## src/include/drive_params_pkg.sv

```systemverilog
// package: addresses, codes, reset values and carriers of the parameter bank
`default_nettype none
package drive_params_pkg;

  // *********************************************************************
  // parameter addresses
  // *********************************************************************
  localparam logic [15:0] ADDR_REF_EVAL = 16'h061C;
  localparam logic [15:0] ADDR_LIMN_EVAL = 16'h061E;
  localparam logic [15:0] ADDR_LIMP_EVAL = 16'h0620;
  localparam logic [15:0] ADDR_HALT_CODE = 16'h062E;
  localparam logic [15:0] ADDR_OUT_FUNC = 16'h071A;
  localparam logic [15:0] ADDR_JOG_SLOW = 16'h2908;
  localparam logic [15:0] ADDR_JOG_FAST = 16'h290A;
  localparam logic [15:0] ADDR_JOG_STEP = 16'h290E;
  localparam logic [15:0] ADDR_JOG_WAIT = 16'h2910;

  // *********************************************************************
  // values after reset
  // *********************************************************************
  localparam logic [15:0] RST_REF_EVAL = 16'h0001;
  localparam logic [15:0] RST_LIM_EVAL = 16'h0001;
  localparam logic [15:0] RST_HALT_CODE = 16'h0001;
  localparam logic [15:0] RST_OUT_FUNC = 16'h0001;
  localparam logic [31:0] RST_JOG_SLOW = 32'h0000003C;
  localparam logic [31:0] RST_JOG_FAST = 32'h000000B4;
  localparam logic [31:0] RST_JOG_STEP = 32'h00000014;
  localparam logic [15:0] RST_JOG_WAIT = 16'h01F4;

  // *********************************************************************
  // codes and limits
  // *********************************************************************
  localparam logic [15:0] EVAL_IGNORED = 16'h0000;
  localparam logic [15:0] EVAL_NC = 16'h0001;
  localparam logic [15:0] EVAL_NO = 16'h0002;
  localparam logic [15:0] HALT_DECEL = 16'h0001;
  localparam logic [15:0] HALT_TORQUE = 16'h0003;
  localparam logic [15:0] FN_FREE = 16'h0001;
  localparam logic [15:0] FN_NO_FAULT = 16'h0002;
  localparam logic [15:0] FN_ACTIVE = 16'h0003;
  localparam logic [15:0] FN_POS_WIN = 16'h0005;
  localparam logic [15:0] FN_VEL_WIN = 16'h0006;
  localparam logic [15:0] FN_VEL_LOW = 16'h0007;
  localparam logic [15:0] FN_CUR_LOW = 16'h0008;
  localparam logic [15:0] FN_HALT_ACK = 16'h0009;
  localparam logic [15:0] FN_STANDSTILL = 16'h000D;
  localparam logic [15:0] FN_SEL_ERROR = 16'h000E;
  localparam logic [15:0] FN_SEL_WARN = 16'h0010;
  localparam logic [31:0] JOG_MIN = 32'h00000001;
  localparam logic [31:0] JOG_MAX = 32'h7FFFFFFF;
  localparam logic [15:0] WAIT_MIN = 16'h0001;
  localparam logic [15:0] WAIT_MAX = 16'h7FFF;

  // *********************************************************************
  // carriers
  // *********************************************************************
  typedef struct packed {
    logic [15:0] addr;
    logic [31:0] wdata;
    logic wr;
    logic rd;
  } par_req_type;

  typedef struct packed {
    logic ready_to_switch_on;
    logic switched_on;
    logic operation_enabled;
    logic pos_dev_in_window;
    logic vel_dev_in_window;
    logic vel_below_threshold;
    logic cur_below_threshold;
    logic halt_acknowledge;
    logic standstill;
    logic selected_error;
    logic selected_warning;
  } drive_status_type;

endpackage
`default_nettype wire

```

## src/design/drive_io_jog_halt_params.sv

```systemverilog
// module: parameter bank for output function, switch inputs, jog and halt
//
// Behaviour
// RULE_01: code 1 free; 2 ready, switched on or enabled; 3 enabled only.
// RULE_02: codes 5..8: position/velocity window, low speed, low current.
// RULE_03: codes 9,13,14,16: halt ack, standstill, error, warning.
// RULE_04: output function writable with stage off; applied at power-on.
// RULE_05: limit evaluation 0 ignored, 1 NC, 2 NO; default 1.
// RULE_06: switch evaluations writable with stage off; used from next enable.
// RULE_07: reference 1 NC, 2 NO, default 1; only during reference move.
// RULE_08: jog step signed 32 bit, 1..2147483647, default 20, next move.
// RULE_09: jog wait in ms, 1..32767, default 500, applied at next move.
// RULE_10: fast/slow jog velocities 180/60, clamped to ramp maximum, immediate.
// RULE_11: halt code 1 deceleration ramp, 3 torque ramp, default 1.
// RULE_12: halt code write refused during decel ramp; else immediate.
// RULE_13: out-of-range or undefined values are refused; stored value stays; output function and switch evaluation writes check only wdata[15:0].
`default_nettype none
module drive_io_jog_halt_params
  import drive_params_pkg::*;
(
  input wire logic sys_clk_in,
  input wire logic rst_n_in,
  input wire par_req_type par_req_in,
  output logic [31:0] par_rdata_out,
  output logic par_ack_out,
  output logic par_err_out,
  input wire drive_status_type status_in,
  input wire logic power_stage_enabled_in,
  input wire logic decel_ramp_active_in,
  input wire logic reference_move_in,
  input wire logic motor_move_start_in,
  input wire logic free_output_level_in,
  input wire logic [31:0] ramp_v_max_in,
  input wire logic neg_limit_pin_in,
  input wire logic pos_limit_pin_in,
  input wire logic ref_switch_pin_in,
  output logic output_four_out,
  output logic neg_limit_active_out,
  output logic pos_limit_active_out,
  output logic ref_switch_active_out,
  output logic [15:0] halt_reaction_out,
  output logic [31:0] jog_step_distance_out,
  output logic [15:0] jog_step_wait_time_out,
  output logic [31:0] jog_fast_velocity_out,
  output logic [31:0] jog_slow_velocity_out
);

  // *********************************************************************
  // helper functions
  // *********************************************************************
  // switch evaluation: NC trips on open contact (low), NO on closed (high)
  function automatic logic eval_switch(input logic [15:0] code,
                                       input logic level);
    return ((code == EVAL_NC) && !level) || ((code == EVAL_NO) && level);
  endfunction

  // clamp a jog velocity to the present ramp maximum
  function automatic logic [31:0] clamp_vel(input logic [31:0] v,
                                            input logic [31:0] vmax);
    return (v > vmax) ? vmax : v;
  endfunction

  // *********************************************************************
  // pin synchronisers
  // *********************************************************************
  logic [2:0] pin_meta_ff;
  logic [2:0] pin_sync_ff;

  // two flops before any switch evaluation
  always_ff @(posedge sys_clk_in or negedge rst_n_in) begin
    if (!rst_n_in) begin
      pin_meta_ff <= 3'h0;
      pin_sync_ff <= 3'h0;
    end else begin
      pin_meta_ff <= {ref_switch_pin_in, pos_limit_pin_in, neg_limit_pin_in};
      pin_sync_ff <= pin_meta_ff;
    end
  end

  // *********************************************************************
  // stored parameters and active copies
  // *********************************************************************
  logic [15:0] out_func_ff, nxt_out_func;
  logic [15:0] out_func_act_ff, nxt_out_func_act;
  logic [15:0] limn_ff, nxt_limn;
  logic [15:0] limp_ff, nxt_limp;
  logic [15:0] ref_ff, nxt_ref;
  logic [15:0] limn_act_ff, nxt_limn_act;
  logic [15:0] limp_act_ff, nxt_limp_act;
  logic [15:0] ref_act_ff, nxt_ref_act;
  logic [15:0] halt_ff, nxt_halt;
  logic [31:0] step_ff, nxt_step;
  logic [15:0] wait_ff, nxt_wait;
  logic [31:0] fast_ff, nxt_fast;
  logic [31:0] slow_ff, nxt_slow;
  logic boot_ff, nxt_boot;
  logic stage_d_ff, nxt_stage_d;
  logic [31:0] rdata_ff, nxt_rdata;
  logic ack_ff, nxt_ack;
  logic err_ff, nxt_err;
  logic fn_ok;
  logic [15:0] w16;
  logic [31:0] w32;

  assign w16 = par_req_in.wdata[15:0];
  assign w32 = par_req_in.wdata;

  // defined output function codes
  always_comb begin
    case (w16)
      FN_FREE, FN_NO_FAULT, FN_ACTIVE, FN_POS_WIN, FN_VEL_WIN,
      FN_VEL_LOW, FN_CUR_LOW, FN_HALT_ACK, FN_STANDSTILL,
      FN_SEL_ERROR, FN_SEL_WARN: fn_ok = 1'b1;
      default: fn_ok = 1'b0;
    endcase
  end

  // write check, refusals, read mux and activation of copies
  always_comb begin
    logic ok;
    logic hit;
    ok = 1'b0;
    hit = 1'b1;
    nxt_out_func = out_func_ff;
    nxt_limn = limn_ff;
    nxt_limp = limp_ff;
    nxt_ref = ref_ff;
    nxt_halt = halt_ff;
    nxt_step = step_ff;
    nxt_wait = wait_ff;
    nxt_fast = fast_ff;
    nxt_slow = slow_ff;
    nxt_rdata = rdata_ff;
    nxt_ack = 1'b0;
    nxt_err = 1'b0;
    nxt_boot = 1'b1;
    nxt_stage_d = power_stage_enabled_in;
    nxt_limn_act = limn_act_ff;
    nxt_limp_act = limp_act_ff;
    nxt_ref_act = ref_act_ff;
    if (par_req_in.wr) begin
      case (par_req_in.addr)
        ADDR_OUT_FUNC: begin
          ok = fn_ok && !power_stage_enabled_in; // RULE_04 RULE_13
          nxt_out_func = ok ? w16 : out_func_ff;
        end
        ADDR_LIMN_EVAL: begin
          ok = (w16 <= EVAL_NO) && !power_stage_enabled_in; // RULE_05 RULE_06
          nxt_limn = ok ? w16 : limn_ff;
        end
        ADDR_LIMP_EVAL: begin
          ok = (w16 <= EVAL_NO) && !power_stage_enabled_in; // RULE_05 RULE_06
          nxt_limp = ok ? w16 : limp_ff;
        end
        ADDR_REF_EVAL: begin
          ok = (w16 == EVAL_NC || w16 == EVAL_NO)
               && !power_stage_enabled_in; // RULE_07 RULE_06
          nxt_ref = ok ? w16 : ref_ff;
        end
        ADDR_HALT_CODE: begin
          ok = (w16 == HALT_DECEL || w16 == HALT_TORQUE)
               && (w32[31:16] == 16'h0000)
               && !decel_ramp_active_in; // RULE_11 RULE_12
          nxt_halt = ok ? w16 : halt_ff;
        end
        ADDR_JOG_STEP: begin
          ok = (w32 >= JOG_MIN) && (w32 <= JOG_MAX); // RULE_08 RULE_13
          nxt_step = ok ? w32 : step_ff;
        end
        ADDR_JOG_WAIT: begin
          ok = (w32[31:16] == 16'h0000) && (w16 >= WAIT_MIN)
               && (w16 <= WAIT_MAX); // RULE_09 RULE_13
          nxt_wait = ok ? w16 : wait_ff;
        end
        ADDR_JOG_FAST: begin
          ok = (w32 >= JOG_MIN) && (w32 <= JOG_MAX); // RULE_13
          nxt_fast = ok ? w32 : fast_ff;
        end
        ADDR_JOG_SLOW: begin
          ok = (w32 >= JOG_MIN) && (w32 <= JOG_MAX); // RULE_13
          nxt_slow = ok ? w32 : slow_ff;
        end
        default: hit = 1'b0;
      endcase
      nxt_ack = ok;
      nxt_err = !ok; // RULE_13
    end else if (par_req_in.rd) begin
      nxt_rdata = 32'h00000000;
      case (par_req_in.addr)
        ADDR_OUT_FUNC: nxt_rdata = {16'h0000, out_func_ff};
        ADDR_LIMN_EVAL: nxt_rdata = {16'h0000, limn_ff};
        ADDR_LIMP_EVAL: nxt_rdata = {16'h0000, limp_ff};
        ADDR_REF_EVAL: nxt_rdata = {16'h0000, ref_ff};
        ADDR_HALT_CODE: nxt_rdata = {16'h0000, halt_ff};
        ADDR_JOG_STEP: nxt_rdata = step_ff;
        ADDR_JOG_WAIT: nxt_rdata = {16'h0000, wait_ff};
        ADDR_JOG_FAST: nxt_rdata = fast_ff;
        ADDR_JOG_SLOW: nxt_rdata = slow_ff;
        default: hit = 1'b0;
      endcase
      nxt_ack = hit;
      nxt_err = !hit;
    end
    // output function is fixed once, in the first cycle after power-on
    nxt_out_func_act = boot_ff ? out_func_act_ff : out_func_ff; // RULE_04
    // switch evaluations switch over on the power stage enable edge
    if (power_stage_enabled_in && !stage_d_ff) begin
      nxt_limn_act = limn_ff; // RULE_06
      nxt_limp_act = limp_ff; // RULE_06
      nxt_ref_act = ref_ff; // RULE_06
    end
  end

  // parameter storage
  always_ff @(posedge sys_clk_in or negedge rst_n_in) begin
    if (!rst_n_in) begin
      out_func_ff <= RST_OUT_FUNC;
      out_func_act_ff <= RST_OUT_FUNC;
      limn_ff <= RST_LIM_EVAL;
      limp_ff <= RST_LIM_EVAL;
      ref_ff <= RST_REF_EVAL;
      limn_act_ff <= RST_LIM_EVAL;
      limp_act_ff <= RST_LIM_EVAL;
      ref_act_ff <= RST_REF_EVAL;
      halt_ff <= RST_HALT_CODE;
      step_ff <= RST_JOG_STEP;
      wait_ff <= RST_JOG_WAIT;
      fast_ff <= RST_JOG_FAST;
      slow_ff <= RST_JOG_SLOW;
      boot_ff <= 1'b0;
      stage_d_ff <= 1'b0;
      rdata_ff <= 32'h00000000;
      ack_ff <= 1'b0;
      err_ff <= 1'b0;
    end else begin
      out_func_ff <= nxt_out_func;
      out_func_act_ff <= nxt_out_func_act;
      limn_ff <= nxt_limn;
      limp_ff <= nxt_limp;
      ref_ff <= nxt_ref;
      limn_act_ff <= nxt_limn_act;
      limp_act_ff <= nxt_limp_act;
      ref_act_ff <= nxt_ref_act;
      halt_ff <= nxt_halt;
      step_ff <= nxt_step;
      wait_ff <= nxt_wait;
      fast_ff <= nxt_fast;
      slow_ff <= nxt_slow;
      boot_ff <= nxt_boot;
      stage_d_ff <= nxt_stage_d;
      rdata_ff <= nxt_rdata;
      ack_ff <= nxt_ack;
      err_ff <= nxt_err;
    end
  end

  assign par_rdata_out = rdata_ff;
  assign par_ack_out = ack_ff;
  assign par_err_out = err_ff;

  // *********************************************************************
  // registered outputs
  // *********************************************************************
  logic dq_ff, nxt_dq;
  logic limn_hit_ff, nxt_limn_hit;
  logic limp_hit_ff, nxt_limp_hit;
  logic ref_hit_ff, nxt_ref_hit;
  logic [31:0] step_out_ff, nxt_step_out;
  logic [15:0] wait_out_ff, nxt_wait_out;
  logic [31:0] fast_out_ff, nxt_fast_out;
  logic [31:0] slow_out_ff, nxt_slow_out;

  // digital output by selected function, switch states, jog values
  always_comb begin
    case (out_func_act_ff)
      FN_FREE: nxt_dq = free_output_level_in; // RULE_01
      FN_NO_FAULT: nxt_dq = status_in.ready_to_switch_on
                            | status_in.switched_on
                            | status_in.operation_enabled; // RULE_01
      FN_ACTIVE: nxt_dq = status_in.operation_enabled; // RULE_01
      FN_POS_WIN: nxt_dq = status_in.pos_dev_in_window; // RULE_02
      FN_VEL_WIN: nxt_dq = status_in.vel_dev_in_window; // RULE_02
      FN_VEL_LOW: nxt_dq = status_in.vel_below_threshold; // RULE_02
      FN_CUR_LOW: nxt_dq = status_in.cur_below_threshold; // RULE_02
      FN_HALT_ACK: nxt_dq = status_in.halt_acknowledge; // RULE_03
      FN_STANDSTILL: nxt_dq = status_in.standstill; // RULE_03
      FN_SEL_ERROR: nxt_dq = status_in.selected_error; // RULE_03
      FN_SEL_WARN: nxt_dq = status_in.selected_warning; // RULE_03
      default: nxt_dq = 1'b0;
    endcase
    nxt_limn_hit = eval_switch(limn_act_ff, pin_sync_ff[0]); // RULE_05
    nxt_limp_hit = eval_switch(limp_act_ff, pin_sync_ff[1]); // RULE_05
    nxt_ref_hit = reference_move_in
                  && eval_switch(ref_act_ff, pin_sync_ff[2]); // RULE_07
    nxt_step_out = motor_move_start_in ? step_ff : step_out_ff; // RULE_08
    nxt_wait_out = motor_move_start_in ? wait_ff : wait_out_ff; // RULE_09
    nxt_fast_out = clamp_vel(fast_ff, ramp_v_max_in); // RULE_10
    nxt_slow_out = clamp_vel(slow_ff, ramp_v_max_in); // RULE_10
  end

  // output registers
  always_ff @(posedge sys_clk_in or negedge rst_n_in) begin
    if (!rst_n_in) begin
      dq_ff <= 1'b0;
      limn_hit_ff <= 1'b0;
      limp_hit_ff <= 1'b0;
      ref_hit_ff <= 1'b0;
      step_out_ff <= RST_JOG_STEP;
      wait_out_ff <= RST_JOG_WAIT;
      fast_out_ff <= 32'h00000000;
      slow_out_ff <= 32'h00000000;
    end else begin
      dq_ff <= nxt_dq;
      limn_hit_ff <= nxt_limn_hit;
      limp_hit_ff <= nxt_limp_hit;
      ref_hit_ff <= nxt_ref_hit;
      step_out_ff <= nxt_step_out;
      wait_out_ff <= nxt_wait_out;
      fast_out_ff <= nxt_fast_out;
      slow_out_ff <= nxt_slow_out;
    end
  end

  assign output_four_out = dq_ff;
  assign neg_limit_active_out = limn_hit_ff;
  assign pos_limit_active_out = limp_hit_ff;
  assign ref_switch_active_out = ref_hit_ff;
  assign halt_reaction_out = halt_ff; // RULE_12
  assign jog_step_distance_out = step_out_ff;
  assign jog_step_wait_time_out = wait_out_ff;
  assign jog_fast_velocity_out = fast_out_ff;
  assign jog_slow_velocity_out = slow_out_ff;

endmodule
`default_nettype wire

```

## config.mk

```make
export PLATFORM = sky130hd
export DESIGN_NAME = drive_io_jog_halt_params
export DESIGN_NICKNAME = d
export VERILOG_FILES = /design/src/include/drive_params_pkg.sv /design/src/design/drive_io_jog_halt_params.sv
export SDC_FILE = /design/constraint.sdc
export NUM_CORES = 1
export LEC_CHECK = 0
export BUFFER_PORTS_ARGS = -buffer_cell sky130_fd_sc_hd__buf_2
export CORE_MARGIN = 2
export CORE_UTILIZATION = 52
export DETAILED_ROUTE_END_ITERATION = 6
export HOLD_SLACK_MARGIN = 0.15
export PLACE_DENSITY = 0.77
export RECOVER_POWER = 100
export REMOVE_ABC_BUFFERS = 1
export SLEW_MARGIN = 25
export SYNTH_ARGS = -nofsm -noshare
export SYNTH_HDL_FRONTEND = slang
export SYNTH_SLANG_ARGS = --single-unit
```

## constraint.sdc

```tcl
create_clock -name sys_clk_in -period 2.5 [get_ports sys_clk_in]
set_input_delay 0.5 -clock sys_clk_in [delete_from_list [all_inputs] [get_ports sys_clk_in]]
set_output_delay 0.5 -clock sys_clk_in [all_outputs]
set_load 0.05 [all_outputs]
```

==> metrics.txt <==
# TYPE chip_impl_metric gauge
chip_impl_metric{name="cpPeakStageDelay",unit="ns"} 0.45
chip_impl_metric{name="critical_path.n_buffers_inverters",unit=""} 2
chip_impl_info{name="holdCritPathClass",value="input port to flop"} 1
chip_impl_metric{name="worstMarginPinSlew",unit="ns"} 1.52
chip_impl_metric{name="p_sw",unit="mW"} 3.15
chip_impl_metric{name="power_frac_seq",unit="%"} 49.1
chip_impl_metric{name="grt_start_max_net_pins",unit=""} 71
chip_impl_metric{name="synth_top_area_share",unit="%"} 52.8
chip_impl_info{name="worst_setup_path_start_kind",value="flop"} 1
chip_impl_info{name="cp_cell_sequence",value="ha_4 -> nand4_1 -> nor3_2 -> a21boi_4 -> nor4_2 -> a2bb2oi_4 -> buf_12 -> clkbuf_16 -> mux2_4"} 1
chip_impl_metric{name="drt_iter0_markers",unit=""} 1108
chip_impl_info{name="crit_path_top_delay_cell",value="dfrtp_2"} 1
chip_impl_metric{name="area.growth.synth_to_final",unit="%"} 25.1
chip_impl_metric{name="floorplan.die.width",unit="microns"} 190
chip_impl_metric{name="gr-usage-met1",unit="%"} 39.8
chip_impl_metric{name="post_synth_instance_area",unit="sq um"} 18100
chip_impl_info{name="path_delay_family",value="simple AND/OR/NAND/NOR gates"} 1
chip_impl_metric{name="route.final.wire_length",unit="mm"} 53.0
chip_impl_metric{name="placementRows",unit=""} 68
chip_impl_metric{name="post_synth_num_cell_types",unit=""} 69
chip_impl_info{name="hold_start",value="ramp_v_max_in[28]"} 1
chip_impl_metric{name="overflow",unit=""} 0
chip_impl_metric{name="globalRouteTotalUtil",unit="%"} 28.3
chip_impl_metric{name="critPathMaxFanout",unit=""} 6
chip_impl_metric{name="clock_insertion_delay_at_the_later_pin_of_the_skew_report",unit="ns"} 0.54
chip_impl_metric{name="placeableCoreArea",unit="sq um"} 34400
chip_impl_metric{name="synth-warning-count",unit=""} 0
chip_impl_info{name="cts-root-buf",value="clkbuf_16"} 1
chip_impl_metric{name="finClkSkew",unit="ns"} 0.0265
chip_impl_metric{name="power.share.clock",unit="%"} 45.2
chip_impl_metric{name="final_setup_violations",unit=""} 41
chip_impl_metric{name="slew_headroom",unit="%"} -1.12
chip_impl_metric{name="initial_utilization",unit="%"} 52.5
chip_impl_metric{name="design.die.area",unit="sq um"} 36200
chip_impl_metric{name="timing.final.hold_violations",unit=""} 0
chip_impl_info{name="rsz0062_at_grt",value="true"} 1
chip_impl_info{name="worstSetupPathType",value="flop to flop"} 1
chip_impl_metric{name="tritoncts.num_buffers",unit=""} 42
chip_impl_metric{name="synth_edf_count",unit=""} 0
chip_impl_info{name="yosys_most_used_dff",value="dfrtp_1"} 1
chip_impl_metric{name="share_of_layout_cells_above_drive_strength_1",unit="%"} 36.4
chip_impl_metric{name="layout_worst_path_cycle_share",unit="%"} 106
chip_impl_metric{name="power.share.switching",unit="%"} 22.8
chip_impl_metric{name="p_per_area",unit="nW/um^2"} 611
chip_impl_metric{name="worst_reg_to_reg_cells",unit=""} 9
chip_impl_metric{name="viasPerCell",unit=""} 5.94
chip_impl_metric{name="power.static_leakage",unit="nW"} 11.1
chip_impl_metric{name="fin_ws",unit="ns"} -0.140
chip_impl_metric{name="place_ws",unit="ns"} -0.500
chip_impl_metric{name="port_buffers",unit=""} 268
chip_impl_metric{name="route.detailed.wl_per_inst",unit="microns"} 23.3
chip_impl_metric{name="worstPathRequired",unit="ns"} 2.93
chip_impl_info{name="globalRoute.busiestLayer",value="met2"} 1
chip_impl_metric{name="num_io_pins",unit=""} 269
chip_impl_metric{name="vias",unit=""} 13500
chip_impl_metric{name="synthCells",unit=""} 1368
chip_impl_metric{name="clock_tree.htree_level_count",unit=""} 2
chip_impl_metric{name="antenna_found_initial",unit=""} 3
chip_impl_metric{name="grt_first_pass_wirelength",unit="mm"} 78.3
chip_impl_metric{name="dp_hpwl",unit="mm"} 36.2
chip_impl_metric{name="p_total",unit="mW"} 13.8
chip_impl_metric{name="cts.clk_slew.worst_paths",unit="ns"} 0.06
chip_impl_metric{name="cts_buffer_depth",unit=""} 3
chip_impl_metric{name="synth_async_sr_flop_share",unit="%"} 100
chip_impl_metric{name="detail_route.first_pass.iterations",unit=""} 6
chip_impl_metric{name="max_cap_viol_count",unit=""} 2
chip_impl_metric{name="fill_cells",unit=""} 2585
chip_impl_info{name="tritoncts",value="yes"} 1
chip_impl_metric{name="detail_route_antenna_nets",unit=""} 0
chip_impl_metric{name="power_frac_comb",unit="%"} 5.7
chip_impl_metric{name="fin_crit_period",unit="ns"} 2.64
chip_impl_metric{name="p_int",unit="mW"} 10.6
chip_impl_info{name="violations",value="max-capacitance violations, max-slew violations, negative setup slack"} 1
chip_impl_metric{name="synth.ff_latch_count",unit=""} 414
chip_impl_info{name="outcome",value="complete, but fails checks"} 1
chip_impl_metric{name="grt_util_met2",unit="%"} 45.2
chip_impl_metric{name="timing.fmax",unit="MHz"} 379
chip_impl_metric{name="worstSetupPathDepth",unit=""} 9
chip_impl_info{name="timing.critical_path.from",value="fast_ff[15]$_DFFE_PN0P_"} 1
chip_impl_metric{name="post-route-cell-area",unit="sq um"} 22600
chip_impl_metric{name="finalMaxSlewViolations",unit=""} 49
chip_impl_metric{name="floorplan_die_height",unit="microns"} 190
chip_impl_metric{name="first_global_vias",unit=""} 13400
chip_impl_metric{name="place_area",unit="sq um"} 21000
chip_impl_metric{name="final_net_count",unit=""} 1953
chip_impl_metric{name="synthesis.area_per_instance",unit="sq um"} 13.2
chip_impl_info{name="crit-reg2reg-launch",value="fast_ff[15]$_DFFE_PN0P_"} 1
chip_impl_metric{name="holdPathStages",unit=""} 2
chip_impl_metric{name="clock-sinks",unit=""} 414
chip_impl_metric{name="synth_sequential_area_ratio",unit="%"} 57.6
chip_impl_info{name="synth_top_cells_by_area",value="dfrtp_1, mux2_2, dfstp_2"} 1
chip_impl_info{name="end_kind",value="flop"} 1
chip_impl_metric{name="grt.met3_usage",unit="%"} 4.16
chip_impl_metric{name="total_drc_errors_in_the_routed_layout",unit=""} 0
chip_impl_metric{name="fin_hold_ws",unit="ns"} 0.228
chip_impl_info{name="synth_largest_area_cell",value="dfrtp_1"} 1
chip_impl_metric{name="vdd.ir_drop.worst",unit="V"} 0.000454
chip_impl_metric{name="gpl.final_weighted_congestion",unit=""} 0.893
chip_impl_metric{name="crit_arrival",unit="ns"} 3.07
-- per-stage QoR --
stage,instances,util (%),setup TNS [ns]
2_1_floorplan,1311,-,-208.63
3_3_place_gp,2161,61.1,-68.76
3_5_place_dp,2161,61.1,-72.05
4_1_cts,2243,65.3,0
5_1_grt,2272,65.7,-6.81
6_report,2272,65.7,-3.34
-- cell usage in the layout, fill, tap and decap left out, types with 10 or more instances in the layout --
cell and count:
nor3_1 13, nand4_1 22, o21ai_0 45, buf_4 102, and2_0 32, a222oi_1 17
clkbuf_2 11, a221oi_1 31, dfrtp_1 378, a221o_1 15, nor4_1 23, a31oi_1 20
a22o_1 15, mux2_2 247, nor2_1 32, buf_12 10, dfstp_2 33, and2_1 42
a21oi_1 35, buf_2 99, inv_1 42, ha_1 60, clkbuf_1 195, nand2_1 71
clkbuf_16 48, mux2_4 32
-- logic make-up after synthesis --
logic type	share of synthesized area (%)
flops	57.6
other cells	0.0208
simple gates	9.37
buf+inv	2.22
compound gates	8.11
fa+ha+maj	4.78
mux	17.9
-- per-layer routing --
metal | wire (microns) | up-vias
met3 | 3840 | 135
li1 | - | 5880
met1 | 22300 | 6864
met2 | 24900 | 627
met4 | 2020 | 0
met5 | 0 | -
-- Yosys cell counts (all sizes together), types with 2 or more instances --
master,n
nor2b,6
mux2i,3
ha,69
a221o,15
dfstp,33
mux2,281
nand2,71
nor3,14
nand2b,3
or2,3
or4bb,2
nor4b,4
a2111oi,2
o221a,2
nor4bb,2
nor2,34
inv,42
buf,18
a221oi,31
or4b,3
nand4,22
a31oi,20
a22o,15
nor3b,3
and2,74
o21ai,47
o21a,2
or4,3
a2bb2oi,2
a222oi,17
a211oi,2
nor4,30
a21oi,37
dfrtp,381
nand3,11
a21o,4
nand3b,3
clkbuf,39
-- registers in the layout (all words and copies together), names as in the netlist, 3 cells and up --
register / flops
out_func_act_ff: 16
halt_reaction_out: 16
limn_act_ff: 16
par_rdata_out: 32
out_func_ff: 16
limp_ff: 16
limp_act_ff: 16
fast_ff: 32
wait_ff: 16
jog_slow_velocity_out: 32
ref_act_ff: 16
pin_sync_ff: 3
pin_meta_ff: 3
step_ff: 32
slow_ff: 32
jog_step_wait_time_out: 16
jog_fast_velocity_out: 32
limn_ff: 16
ref_ff: 16
jog_step_distance_out: 32
-- power groups by stage --
| stage | clock (mW) | sequential (mW) | combinational (mW) |
|---|---|---|---|
| 6_report | 6.23 | 6.78 | 0.791 |
| 5_1_grt | 6.60 | 6.77 | 0.867 |
| 4_1_cts | 6.31 | 6.77 | 0.807 |
| 3_5_place_dp | 0 | 6.89 | 0.794 |
| 3_3_place_gp | 0 | 6.89 | 0.777 |
| 2_1_floorplan | 0 | 6.98 | 0.199 |
-- what timing repair did --
| action | in CTS | in global routing |
|---|---|---|
| hold buffers | 4 | 0 |
| gates cloned | 0 | 7 |
| hold endpoints to repair | 53 | 0 |
| pin swaps | 2 | 14 |
| endpoints found under the setup margin | 64 | 143 |
| buffers inserted | 1 | 21 |
| resized for setup | 9 | 56 |
-- area by class of cell --
type | instances | area, sq um | area share [%]
Clock inverter | 9 | 101 | 0.449
Timing Repair Buffer | 426 | 2510 | 11.1
Tap cell | 455 | 569 | 2.52
Sequential cell | 414 | 10400 | 46.1
Multi-Input combinational cell | 854 | 7560 | 33.5
Antenna cell | 3 | 7.51 | 0.0333
Inverter | 43 | 161 | 0.715
Clock buffer | 68 | 1260 | 5.58
-- path summary, 6_finish.rpt --
| path | end | slack, ns |
|---|---|---|
| worst max-delay path | jog_fast_velocity_out[16]$_DFF_PN0_ | -0.14 |
| worst min-delay path | jog_slow_velocity_out[28]$_DFF_PN0_ | 0.23 |
| worst max register to register | jog_fast_velocity_out[16]$_DFF_PN0_ | -0.14 |
| worst min register to register | pin_sync_ff[1]$_DFF_PN0_ | 0.35 |
| max in group asynchronous | fast_ff[13]$_DFFE_PN0P_ | 0.28 |
| min in group asynchronous | par_err_out$_DFF_PN0_ | 0.87 |
Power figures use the tool's default switching activity.
